## src/hw/ssp_pkg.sv

```systemverilog
// Notes on behaviour
// Each serial clock rising edge shifts the data bit into a 24-bit register.
// Words arrive MSB first; the last two bits choose the target control register.
// A latch strobe rising edge copies the shift register into one of six registers.
// Chip enable high powers both sections; programmed power-down bits then rule.
// Chip enable low powers down at once and tri-states both pump outputs.
// Oscillator enable high keeps the oscillator buffer on regardless of chip enable.
// Oscillator enable low turns the shared pin into the IF fast switch.
// The RF fast pin is a fast switch, or a tri-stateable general output.
// A setting picks the RF modulus 32/33 or 16/17, else 8/9 or 16/17.
// Each charge pump current is programmable to 1 mA or 4 mA.
// A powering-up or retuning write starts fastlock; a counter ends it.
// Programmed power-down bits give a synchronous power-down beside the pin.
// Extra bits before the strobe push the oldest ones out; last 24 kept.
package ssp_pkg;
  localparam int          WORD_W      = 24;
  localparam int          NUM_CTL     = 6;
  localparam int          SEL_LO      = 0;
  localparam int          SUB_LO      = 2;
  localparam logic [1:0]  SEL_EXT     = 2'h3;
  localparam logic [1:0]  SUB_BAD     = 2'h3;
  localparam logic [2:0]  CTL_RF      = 3'h0;
  localparam logic [2:0]  CTL_IF      = 3'h1;
  localparam logic [2:0]  CTL_PIN     = 3'h2;
  localparam logic [2:0]  CTL_EXT0    = 3'h3;
  localparam int          PD_BIT      = 23;
  localparam int          CUR_BIT     = 22;
  localparam int          PRE_BIT     = 21;
  localparam int          N_HI        = 20;
  localparam int          N_LO        = 2;
  localparam int          RF_GPO_BIT  = 23;
  localparam int          RF_GPO_VAL  = 22;
  localparam int          RF_GPO_TRI  = 21;
  localparam int          IF_GPO_BIT  = 20;
  localparam int          IF_GPO_VAL  = 19;
  localparam int          IF_GPO_TRI  = 18;
  localparam logic [23:0] CTL_RESET   = 24'h80_0000;
  localparam logic [23:0] CTL_PIN_RESET = 24'h00_0000;
  localparam int          ADDR_W      = 8;
  localparam logic [5:0]  IDX_STATUS  = 6'h06;
  localparam logic [5:0]  IDX_CONFIG  = 6'h07;
  localparam int          ST_CE       = 0;
  localparam int          ST_OSC      = 1;
  localparam int          ST_RF_PWR   = 2;
  localparam int          ST_IF_PWR   = 3;
  localparam int          ST_RF_FAST  = 4;
  localparam int          ST_IF_FAST  = 5;
  localparam int          ST_LOADS_LO = 8;
  localparam int          CFG_TMO_LO  = 0;
  localparam int          CFG_HF_BIT  = 16;
  localparam logic [31:0] CFG_RESET   = 32'h0000_0040;
  localparam logic [31:0] CFG_MASK    = 32'h0001_ffff;
  localparam logic [5:0]  MOD_32      = 6'h20;
  localparam logic [5:0]  MOD_16      = 6'h10;
  localparam logic [5:0]  MOD_8       = 6'h08;
  localparam logic [1:0]  RESP_OKAY   = 2'h0;
  localparam logic [1:0]  RESP_SLVERR = 2'h2;
endpackage

```

## src/hw/ssp_top.sv

```systemverilog
// Our own choices: the register addresses and register access over AXI4-Lite.
`timescale 1ns/100ps
module ssp_top
  import ssp_pkg::*;
(
  // Clock and reset.
  input  wire logic              mclk_i,
  input  wire logic              reset_i,
  // Serial programming port.
  input  wire logic              serial_clk_i,
  input  wire logic              serial_data_i,
  input  wire logic              latch_strobe_i,
  // Power control pins.
  input  wire logic              chip_enable_i,
  input  wire logic              osc_buffer_enable_i,
  // AXI4-Lite slave.
  input  wire logic [ADDR_W-1:0] s_axi_awaddr_i,
  input  wire logic              s_axi_awvalid_i,
  output logic                   s_axi_awready_o,
  input  wire logic [31:0]       s_axi_wdata_i,
  input  wire logic [3:0]        s_axi_wstrb_i,
  input  wire logic              s_axi_wvalid_i,
  output logic                   s_axi_wready_o,
  output logic [1:0]             s_axi_bresp_o,
  output logic                   s_axi_bvalid_o,
  input  wire logic              s_axi_bready_i,
  input  wire logic [ADDR_W-1:0] s_axi_araddr_i,
  input  wire logic              s_axi_arvalid_i,
  output logic                   s_axi_arready_o,
  output logic [31:0]            s_axi_rdata_o,
  output logic [1:0]             s_axi_rresp_o,
  output logic                   s_axi_rvalid_o,
  input  wire logic              s_axi_rready_i,
  // Synthesizer controls.
  output logic                   rf_power_on_o,
  output logic                   if_power_on_o,
  output logic                   osc_buffer_on_o,
  output logic                   osc_out_mode_o,
  output logic                   rf_pump_out_oe_n_o,
  output logic                   if_pump_out_oe_n_o,
  output logic                   rf_pump_high_o,
  output logic                   if_pump_high_o,
  output logic [5:0]             rf_modulus_o,
  output logic [5:0]             if_modulus_o,
  // Fast switch pins.
  output logic                   rf_fast_switch_out_o,
  output logic                   rf_fast_switch_out_oe_n_o,
  output logic                   osc_out_or_if_fast_switch_o,
  output logic                   osc_out_or_if_fast_switch_oe_n_o
);

  logic              sck_s1_r, sck_s2_r, sck_s3_r, dat_s1_r, dat_s2_r;
  logic              le_s1_r, le_s2_r, le_s3_r, ce_s1_r, ce_s2_r, osc_s1_r, osc_s2_r;
  logic [WORD_W-1:0] shift_r, shift_nxt;
  logic [WORD_W-1:0] ctl_r [NUM_CTL];
  logic [WORD_W-1:0] ctl_nxt [NUM_CTL];
  logic [7:0]        loads_r, loads_nxt;
  logic [15:0]       rf_cnt_r, rf_cnt_nxt, if_cnt_r, if_cnt_nxt;
  logic              sck_rise, le_rise, load_ok, rf_start, if_start;
  logic [2:0]        load_idx;
  logic [1:0]        load_sel, load_sub;
  logic [15:0]       tmo;
  logic              pwr_clear;
  logic              rf_pwr_nxt, if_pwr_nxt;
  logic              oscb_nxt, oscm_nxt, rfh_nxt, ifh_nxt, rff_nxt, rffoe_nxt, iff_nxt, iffoe_nxt;
  logic [5:0]        rfm_nxt, ifm_nxt;
  logic              awh_r, awh_nxt, wh_r, wh_nxt, awr_nxt, wr_nxt, bv_nxt, arr_nxt, rv_nxt;
  logic [ADDR_W-1:0] awa_r, awa_nxt;
  logic [31:0]       wd_r, wd_nxt, rd_nxt, cfg_r, cfg_nxt;
  logic [32:0]       rd_word;
  logic [3:0]        ws_r, ws_nxt;
  logic [1:0]        br_nxt, rr_nxt;

  // Pin synchronisers feed edge detection from the second stage on.
  always_ff @(posedge mclk_i or posedge reset_i)
  begin
    if (reset_i)
    begin
      {sck_s1_r, sck_s2_r, sck_s3_r, dat_s1_r, dat_s2_r} <= 5'h00;
      {le_s1_r, le_s2_r, le_s3_r, ce_s1_r, ce_s2_r, osc_s1_r, osc_s2_r} <= 7'h00;
    end
    else
    begin
      {sck_s1_r, sck_s2_r, sck_s3_r} <= {serial_clk_i, sck_s1_r, sck_s2_r};
      {dat_s1_r, dat_s2_r} <= {serial_data_i, dat_s1_r};
      {le_s1_r, le_s2_r, le_s3_r} <= {latch_strobe_i, le_s1_r, le_s2_r};
      {ce_s1_r, ce_s2_r} <= {chip_enable_i, ce_s1_r};
      {osc_s1_r, osc_s2_r} <= {osc_buffer_enable_i, osc_s1_r};
    end
  end

  assign sck_rise = sck_s2_r & ~sck_s3_r;
  assign le_rise  = le_s2_r & ~le_s3_r;
  // last bits select
  assign load_sel = shift_r[SEL_LO +: 2];
  assign load_sub = shift_r[SUB_LO +: 2];
  assign load_idx = (load_sel == SEL_EXT) ? 3'(CTL_EXT0 + {1'b0, load_sub}) : {1'b0, load_sel};
  assign load_ok  = le_rise & ~((load_sel == SEL_EXT) & (load_sub == SUB_BAD));
  assign tmo      = cfg_r[CFG_TMO_LO +: 16];
  // Fastlock start: a write that powers up or retunes the section.
  assign rf_start = load_ok & (load_idx == CTL_RF) & ~shift_r[PD_BIT] & (ctl_r[CTL_RF][PD_BIT]
                    | (shift_r[N_HI:N_LO] != ctl_r[CTL_RF][N_HI:N_LO]));
  assign if_start = load_ok & (load_idx == CTL_IF) & ~shift_r[PD_BIT] & (ctl_r[CTL_IF][PD_BIT]
                    | (shift_r[N_HI:N_LO] != ctl_r[CTL_IF][N_HI:N_LO]));

  // Serial shifting, latching and fastlock timing.
  always_comb
  begin
    shift_nxt = shift_r;
    ctl_nxt   = ctl_r;
    loads_nxt = loads_r;
    // shift on edge
    // oldest bits drop
    if (sck_rise)
      shift_nxt = {shift_r[WORD_W-2:0], dat_s2_r};
    // latch into target
    if (load_ok)
    begin
      ctl_nxt[load_idx] = shift_r;
      loads_nxt = loads_r + 8'h01;
    end
    // counter ends fastlock
    rf_cnt_nxt = (rf_cnt_r != 16'h0000) ? 16'(rf_cnt_r - 16'h0001) : 16'h0000;
    if_cnt_nxt = (if_cnt_r != 16'h0000) ? 16'(if_cnt_r - 16'h0001) : 16'h0000;
    if (rf_start)
      rf_cnt_nxt = tmo;
    if (if_start)
      if_cnt_nxt = tmo;
    if (!ce_s2_r)
    begin
      rf_cnt_nxt = 16'h0000;
      if_cnt_nxt = 16'h0000;
    end
  end

  always_ff @(posedge mclk_i or posedge reset_i)
  begin
    if (reset_i)
    begin
      shift_r  <= 24'h00_0000;
      loads_r  <= 8'h00;
      rf_cnt_r <= 16'h0000;
      if_cnt_r <= 16'h0000;
      for (int i = 0; i < NUM_CTL; i++)
        ctl_r[i] <= (i == int'(CTL_PIN)) ? CTL_PIN_RESET : CTL_RESET;
    end
    else
    begin
      shift_r  <= shift_nxt;
      loads_r  <= loads_nxt;
      rf_cnt_r <= rf_cnt_nxt;
      if_cnt_r <= if_cnt_nxt;
      ctl_r    <= ctl_nxt;
    end
  end

  // pin low clears at once
  assign pwr_clear = reset_i | ~chip_enable_i;
  // enable then programmed bits
  // synchronous power-down bits
  assign rf_pwr_nxt = ce_s2_r & ~ctl_r[CTL_RF][PD_BIT];
  assign if_pwr_nxt = ce_s2_r & ~ctl_r[CTL_IF][PD_BIT];

  always_ff @(posedge mclk_i or posedge pwr_clear)
  begin
    if (pwr_clear)
    begin
      rf_power_on_o      <= 1'b0;
      if_power_on_o      <= 1'b0;
      rf_pump_out_oe_n_o <= 1'b1;
      if_pump_out_oe_n_o <= 1'b1;
    end
    else
    begin
      rf_power_on_o      <= rf_pwr_nxt;
      if_power_on_o      <= if_pwr_nxt;
      rf_pump_out_oe_n_o <= ~rf_pwr_nxt;
      if_pump_out_oe_n_o <= ~if_pwr_nxt;
    end
  end

  // Settings and shared pins.
  always_comb
  begin
    // oscillator buffer kept on
    oscb_nxt = osc_s2_r | ce_s2_r;
    oscm_nxt = osc_s2_r;
    // pump current level
    rfh_nxt = ctl_r[CTL_RF][CUR_BIT];
    ifh_nxt = ctl_r[CTL_IF][CUR_BIT];
    // prescaler modulus choice
    rfm_nxt = ctl_r[CTL_RF][PRE_BIT] ? MOD_16 : (cfg_r[CFG_HF_BIT] ? MOD_32 : MOD_8);
    ifm_nxt = ctl_r[CTL_IF][PRE_BIT] ? MOD_16 : MOD_8;
    // switch or general output
    rff_nxt   = ctl_r[CTL_PIN][RF_GPO_BIT] ? ctl_r[CTL_PIN][RF_GPO_VAL] : 1'b0;
    rffoe_nxt = ctl_r[CTL_PIN][RF_GPO_BIT] ? ctl_r[CTL_PIN][RF_GPO_TRI] : (rf_cnt_r == 16'h0000);
    // shared pin as IF switch
    iff_nxt   = ctl_r[CTL_PIN][IF_GPO_BIT] ? ctl_r[CTL_PIN][IF_GPO_VAL] : 1'b0;
    iffoe_nxt = ctl_r[CTL_PIN][IF_GPO_BIT] ? ctl_r[CTL_PIN][IF_GPO_TRI] : (if_cnt_r == 16'h0000);
    if (osc_s2_r)
    begin
      iff_nxt   = 1'b0;
      iffoe_nxt = 1'b1;
    end
  end

  always_ff @(posedge mclk_i or posedge reset_i)
  begin
    if (reset_i)
    begin
      osc_buffer_on_o                  <= 1'b0;
      osc_out_mode_o                   <= 1'b0;
      rf_pump_high_o                   <= 1'b0;
      if_pump_high_o                   <= 1'b0;
      rf_modulus_o                     <= MOD_8;
      if_modulus_o                     <= MOD_8;
      rf_fast_switch_out_o             <= 1'b0;
      rf_fast_switch_out_oe_n_o        <= 1'b1;
      osc_out_or_if_fast_switch_o      <= 1'b0;
      osc_out_or_if_fast_switch_oe_n_o <= 1'b1;
    end
    else
    begin
      osc_buffer_on_o                  <= oscb_nxt;
      osc_out_mode_o                   <= oscm_nxt;
      rf_pump_high_o                   <= rfh_nxt;
      if_pump_high_o                   <= ifh_nxt;
      rf_modulus_o                     <= rfm_nxt;
      if_modulus_o                     <= ifm_nxt;
      rf_fast_switch_out_o             <= rff_nxt;
      rf_fast_switch_out_oe_n_o        <= rffoe_nxt;
      osc_out_or_if_fast_switch_o      <= iff_nxt;
      osc_out_or_if_fast_switch_oe_n_o <= iffoe_nxt;
    end
  end

  // Register read multiplexer.
  function automatic logic [32:0] read_word(input logic [ADDR_W-1:0] addr);
    logic [5:0] idx;
    idx = addr[ADDR_W-1:2];
    read_word = {1'b0, 32'h0000_0000};
    if (idx < 6'(NUM_CTL))
      read_word = {1'b0, 8'h00, ctl_r[idx[2:0]]};
    else if (idx == IDX_STATUS)
      read_word = {1'b0, 16'h0000, loads_r, 2'b00, (if_cnt_r != 16'h0000),
                   (rf_cnt_r != 16'h0000), if_power_on_o, rf_power_on_o, osc_s2_r, ce_s2_r};
    else if (idx == IDX_CONFIG)
      read_word = {1'b0, cfg_r};
    else
      read_word = {1'b1, 32'h0000_0000};
  endfunction

  // AXI4-Lite write and read channels.
  always_comb
  begin
    rd_word = read_word(s_axi_araddr_i);
    awh_nxt = awh_r;
    awa_nxt = awa_r;
    wh_nxt  = wh_r;
    wd_nxt  = wd_r;
    ws_nxt  = ws_r;
    bv_nxt  = s_axi_bvalid_o;
    br_nxt  = s_axi_bresp_o;
    cfg_nxt = cfg_r;
    arr_nxt = s_axi_arready_o;
    rv_nxt  = s_axi_rvalid_o;
    rd_nxt  = s_axi_rdata_o;
    rr_nxt  = s_axi_rresp_o;
    if (s_axi_awvalid_i && s_axi_awready_o)
    begin
      awh_nxt = 1'b1;
      awa_nxt = s_axi_awaddr_i;
    end
    if (s_axi_wvalid_i && s_axi_wready_o)
    begin
      wh_nxt = 1'b1;
      wd_nxt = s_axi_wdata_i;
      ws_nxt = s_axi_wstrb_i;
    end
    if (s_axi_bvalid_o && s_axi_bready_i)
      bv_nxt = 1'b0;
    if (awh_r && wh_r && !s_axi_bvalid_o)
    begin
      awh_nxt = 1'b0;
      wh_nxt  = 1'b0;
      bv_nxt  = 1'b1;
      br_nxt  = RESP_SLVERR;
      if (awa_r[ADDR_W-1:2] == IDX_CONFIG)
      begin
        br_nxt = RESP_OKAY;
        for (int b = 0; b < 4; b++)
          if (ws_r[b])
            cfg_nxt[8*b +: 8] = wd_r[8*b +: 8];
        cfg_nxt = cfg_nxt & CFG_MASK;
      end
      else if (awa_r[ADDR_W-1:2] <= IDX_STATUS)
        br_nxt = RESP_SLVERR;
    end
    awr_nxt = ~awh_nxt & ~bv_nxt;
    wr_nxt  = ~wh_nxt & ~bv_nxt;
    if (s_axi_rvalid_o && s_axi_rready_i)
    begin
      rv_nxt  = 1'b0;
      arr_nxt = 1'b1;
    end
    if (s_axi_arvalid_i && s_axi_arready_o)
    begin
      arr_nxt = 1'b0;
      rv_nxt  = 1'b1;
      rd_nxt  = rd_word[31:0];
      rr_nxt  = rd_word[32] ? RESP_SLVERR : RESP_OKAY;
    end
  end

  always_ff @(posedge mclk_i or posedge reset_i)
  begin
    if (reset_i)
    begin
      {awh_r, wh_r}   <= 2'b00;
      awa_r           <= 8'h00;
      wd_r            <= 32'h0000_0000;
      ws_r            <= 4'h0;
      cfg_r           <= CFG_RESET;
      s_axi_awready_o <= 1'b0;
      s_axi_wready_o  <= 1'b0;
      s_axi_bvalid_o  <= 1'b0;
      s_axi_bresp_o   <= RESP_OKAY;
      s_axi_arready_o <= 1'b0;
      s_axi_rvalid_o  <= 1'b0;
      s_axi_rdata_o   <= 32'h0000_0000;
      s_axi_rresp_o   <= RESP_OKAY;
    end
    else
    begin
      {awh_r, wh_r}   <= {awh_nxt, wh_nxt};
      awa_r           <= awa_nxt;
      wd_r            <= wd_nxt;
      ws_r            <= ws_nxt;
      cfg_r           <= cfg_nxt;
      s_axi_awready_o <= awr_nxt;
      s_axi_wready_o  <= wr_nxt;
      s_axi_bvalid_o  <= bv_nxt;
      s_axi_bresp_o   <= br_nxt;
      s_axi_arready_o <= arr_nxt | (~s_axi_arready_o & ~s_axi_rvalid_o & ~rv_nxt);
      s_axi_rvalid_o  <= rv_nxt;
      s_axi_rdata_o   <= rd_nxt;
      s_axi_rresp_o   <= rr_nxt;
    end
  end
endmodule

```

## config.mk

```make
export PLATFORM = sky130hd
export DESIGN_NAME = ssp_top
export DESIGN_NICKNAME = d
export VERILOG_FILES = /design/src/hw/ssp_pkg.sv /design/src/hw/ssp_top.sv
export SDC_FILE = /design/constraint.sdc
export NUM_CORES = 1
export LEC_CHECK = 0
export ABC_AREA = 0
export BUFFER_PORTS_ARGS = -buffer_cell sky130_fd_sc_hd__buf_2
export CAP_MARGIN = 20
export CORE_MARGIN = 8
export CORE_UTILIZATION = 64
export DETAILED_ROUTE_END_ITERATION = 6
export GPL_TIMING_DRIVEN = 0
export PLACE_DENSITY = 0.85
export RECOVER_POWER = 50
export SLEW_MARGIN = 20
export SYNTH_ARGS = -nofsm -noshare
export SYNTH_HDL_FRONTEND = slang
export SYNTH_SLANG_ARGS = --single-unit
```

## constraint.sdc

```tcl
create_clock -name mclk_i -period 29 [get_ports mclk_i]
set_clock_uncertainty 0.05 [all_clocks]
set_input_delay 5.8 -clock mclk_i [delete_from_list [all_inputs] [get_ports mclk_i]]
set_output_delay 5.8 -clock mclk_i [all_outputs]
set_load 0.05 [all_outputs]
```

==> key figures <==
Outcome
  • Status: complete, but fails checks
  • Violated checks: max-capacitance violations, max-slew violations

STA
  • Fin. Hold Viols: 0
  • Max-slew headroom: -149%
  • Share of the clock period used by the worst path: 35.2%
  • Final-report setup violation count: 0
  • RSZ-0062 raised after global routing: no
  • Final Max Slew Viols: 130
  • F_max: just under 100 MHz
  • Actual slew at the worst max-slew pin: about 3.7 ns
  • Setup Total Neg Slack: 0 ns
  • Final min period: slightly above 10 ns

Routing
  • Drt drc: 0
  • Antenna-violating nets left: 0
  • Vias: 9414
  • Wirelength per Cell: 22.2 um
  • Via density per instance: 6.07
  • TritonRoute pass-1 iters: 5
  • Final wirelength: 34.5 mm
  • Initial DRC Count: between 700 and 800

Synthesis
  • Post-synth ARST share: 100%
  • Seq/Total Area, Yosys: 55.0%
  • Syn Std Cell Area: roughly 14000 um2
  • Post-synth EDFFs: 0
  • Cells after Synth: 1103
  • Primary FF master, synth: dfrtp_1
  • Synth Warn #: 0
  • Flops & latches, synth: about 310
  • Syn avg cell area: approximately 13 um2
  • Yosys cell types: between 50 and 60

Setup path
  • Req. time, crit path: roughly 29 ns
  • CP delay by family, top: buffers and inverters
  • Critical Path End Type: async pin
  • CP peak stage delay: between 2 and 3 ns
  • CP arrival: about 10 ns
  • Buf/Inv on CP: 3
  • Critical path startpoint category: input port
  • Slowest cell on crit path: clkbuf_1
  • Reg2Reg Launch Point: shift_r[4]
  • Reg2Reg Setup Slack: 24.29 ns
  • CP most frequent cell: clkbuf_1
  • Worst Setup SP: reset_i
  • Maximum net fanout on the critical path: 73
  • Crit path cell chain: clkbuf_1 > clkinvlp_2 > clkbuf_1
  • Setup CP Type: in -> async

Pwr
  • Clock share of power: 30.7%
  • VDD IR max: roughly 0.055 mV
  • Gate power share: between 20 and 30%
  • P per Cell Area: 88.1 nW/um2
  • Static Leak: 0.00803 uW
  • P_int: slightly below 1000 uW
  • Sw frac: a little under a third
  • Sw Pwr: 459 uW
  • Flop pwr share: between 40% and 50%

Floorplanning
  • Die outline height: roughly 170 um
  • Die area: between 20000 and 30000 um2
  • IO Pins: roughly 130
  • Chip width: roughly 170 um
  • Cell row count: 54
  • Initial Utilization: between 60% and 70%
  • Core Area: about 22000 um2

GRT
  • Total global routing overflow: 0
  • Via count of the first global-routing pass: 9834
  • Global-route wire length before repair: ~54 mm
  • Gr usage total: 25.8%
  • Antenna violations before repair: 0
  • Largest net degree at the start of global routing: 101

Layout
  • Multi-input logic area: just under 6000 um2
  • Layout Nets: approximately 1300
  • Fill cell count: 1392
  • Share of cells above drive strength 1: around a third
  • Cell Count, Final, Fillers Out: about 1600
  • N_diodes: 0
  • Storage cell area: about 8000 um2
  • Synth-to-layout area growth: 14.1%

Clock tree
  • Hold buffer count at CTS: 0
  • Reg clk slew, reported paths: 0.06 ns
  • Worst-case clock buffer depth: 3
  • Num CTS Buffers: 34
  • Post-CTS setup buffer count: 0
  • Root buffer cell: clkbuf_16
  • Clock Latency Late Sink: ~0.51 ns
  • Sink Count: 313
  • # resized after CTS: 0
  • CTS tree: yes
  • H-tree lvl count: 2

Placed design
  • Input/output buffers: ~90
  • Gpl congestion: 0.888
  • HPWL after DPL: 23.3 mm
  • Cell Count Post-Placement: 1491

Worst hold path
  • Hold path start: le_s1_r
  • Min-Delay Path Class: reg -> reg

Flow run
  • Number of max-cap violations: 3
## through the flow
step / setup WS (ns) / hold WS, ns / power [uW] / cell area (um2) / utilization [%]
after global routing: 17.78 / 0.308 / 1500 / 16300 / 74.4
after global placement: 11.58 / 0.283 / 971 / 15100 / 69.1
after detailed placement: 20.88 / 0.291 / 993 / 15200 / 69.5
final: 18.81 / 0.298 / 1440 / 16300 / 74.4
after floorplan: 14.62 / 0.281 / 890 / 14300 / -
after CTS: 21.33 / 0.303 / 1440 / 16400 / 74.8
## synthesized netlist by cell type, drive strengths merged (2+ instances only)
master	n	area, um2
o21a	3	22.5
nand4	14	87.6
a22o	2	17.5
xor2	26	228
nand3b	2	15.0
nor4	11	75.1
xnor2	34	298
nand2b	15	93.8
dfrtp	301	7530
nand2	102	385
mux2i	50	500
o31a	2	17.5
o22a	12	105
o31ai	3	22.5
a21oi	15	75.1
and3	2	12.5
clkbuf	30	123
o21ai	45	225
nand4b	6	52.6
mux2	215	2420
buf	54	352
inv	19	71.3
a22oi	16	120
nor2	26	97.6
mux4	24	541
nor2b	9	56.3
and2	5	31.3
ha	5	62.6
dfstp	12	315
nand3	9	45.0
nor3	10	50.1
or2	5	31.3
## layer usage
layer,up-vias,global-route usage [%],part of all wire (%)
met4,0,9.09,2.9
li1,4157,-,-
met3,62,4.71,6.8
met5,-,0,0
met2,354,41.9,49
met1,4841,34.4,42
## registers in the layout, summed over array words and instances (netlist names), 2 cells and up
name and count:
ws_r 3, if_modulus_o 2, rf_cnt_r 16, s_axi_rdata_o 24
rf_modulus_o 3, awa_r 6, cfg_r 17, wd_r 17
shift_r 24, if_cnt_r 16, ctl_r 144, loads_r 8
## final cells by class
| class | count | share of cell area, % |
|---|---|---|
| clock buffers | 50 | 6.46 |
| inverters | 19 | 0.446 |
| flip-flops and latches | 313 | 48.2 |
| well taps | 280 | 2.15 |
| clock inverters | 10 | 0.653 |
| plain buffers | 85 | 2.78 |
| repair buffers | 92 | 3.09 |
| multi-input cells | 702 | 36.2 |
## cells in the final DEF (no fill, tap or decap), drive strengths merged, types with 26 or more instances in the layout
master,n
mux2i,50
mux2,215
dfrtp,301
o21ai,45
clkbuf,91
xnor2,34
xor2,26
nor2,26
buf,135
nand2,102
## logic make-up (layout without fill, tap and decap cells)
family	Yosys count	after routing	share of synthesized area (%)
buffers and inverters	104	256	3.89
adder cells (fa/ha/maj)	5	5	0.438
other	1	17	0.0263
XOR/XNOR	60	60	3.68
multiplexers	289	289	24.3
AO/OA/AOI/OAI	108	108	4.96
AND/OR/NAND/NOR	223	223	7.74
flip-flops	313	313	55.0
## final timing paths
check,end,depth (start not counted)
max in group mclk_i,s_axi_rdata_o[6],7
min in group asynchronous,rf_power_on_o,2
setup / recovery,rf_pump_high_o,3
setup reg to reg,rf_cnt_r[6],7
hold reg to reg,le_s2_r,0
hold / removal,le_s2_r,0
## power by group through the flow
stage          sequential (uW)  clock, uW  combinational [uW]
6_report                   600        441                 394
5_1_grt                    610        464                 428
4_1_cts                    598        444                 396
3_5_place_dp               603          0                 390
3_3_place_gp               598          0                 373
2_1_floorplan              605          0                 286
Power figures use the tool's default switching activity.
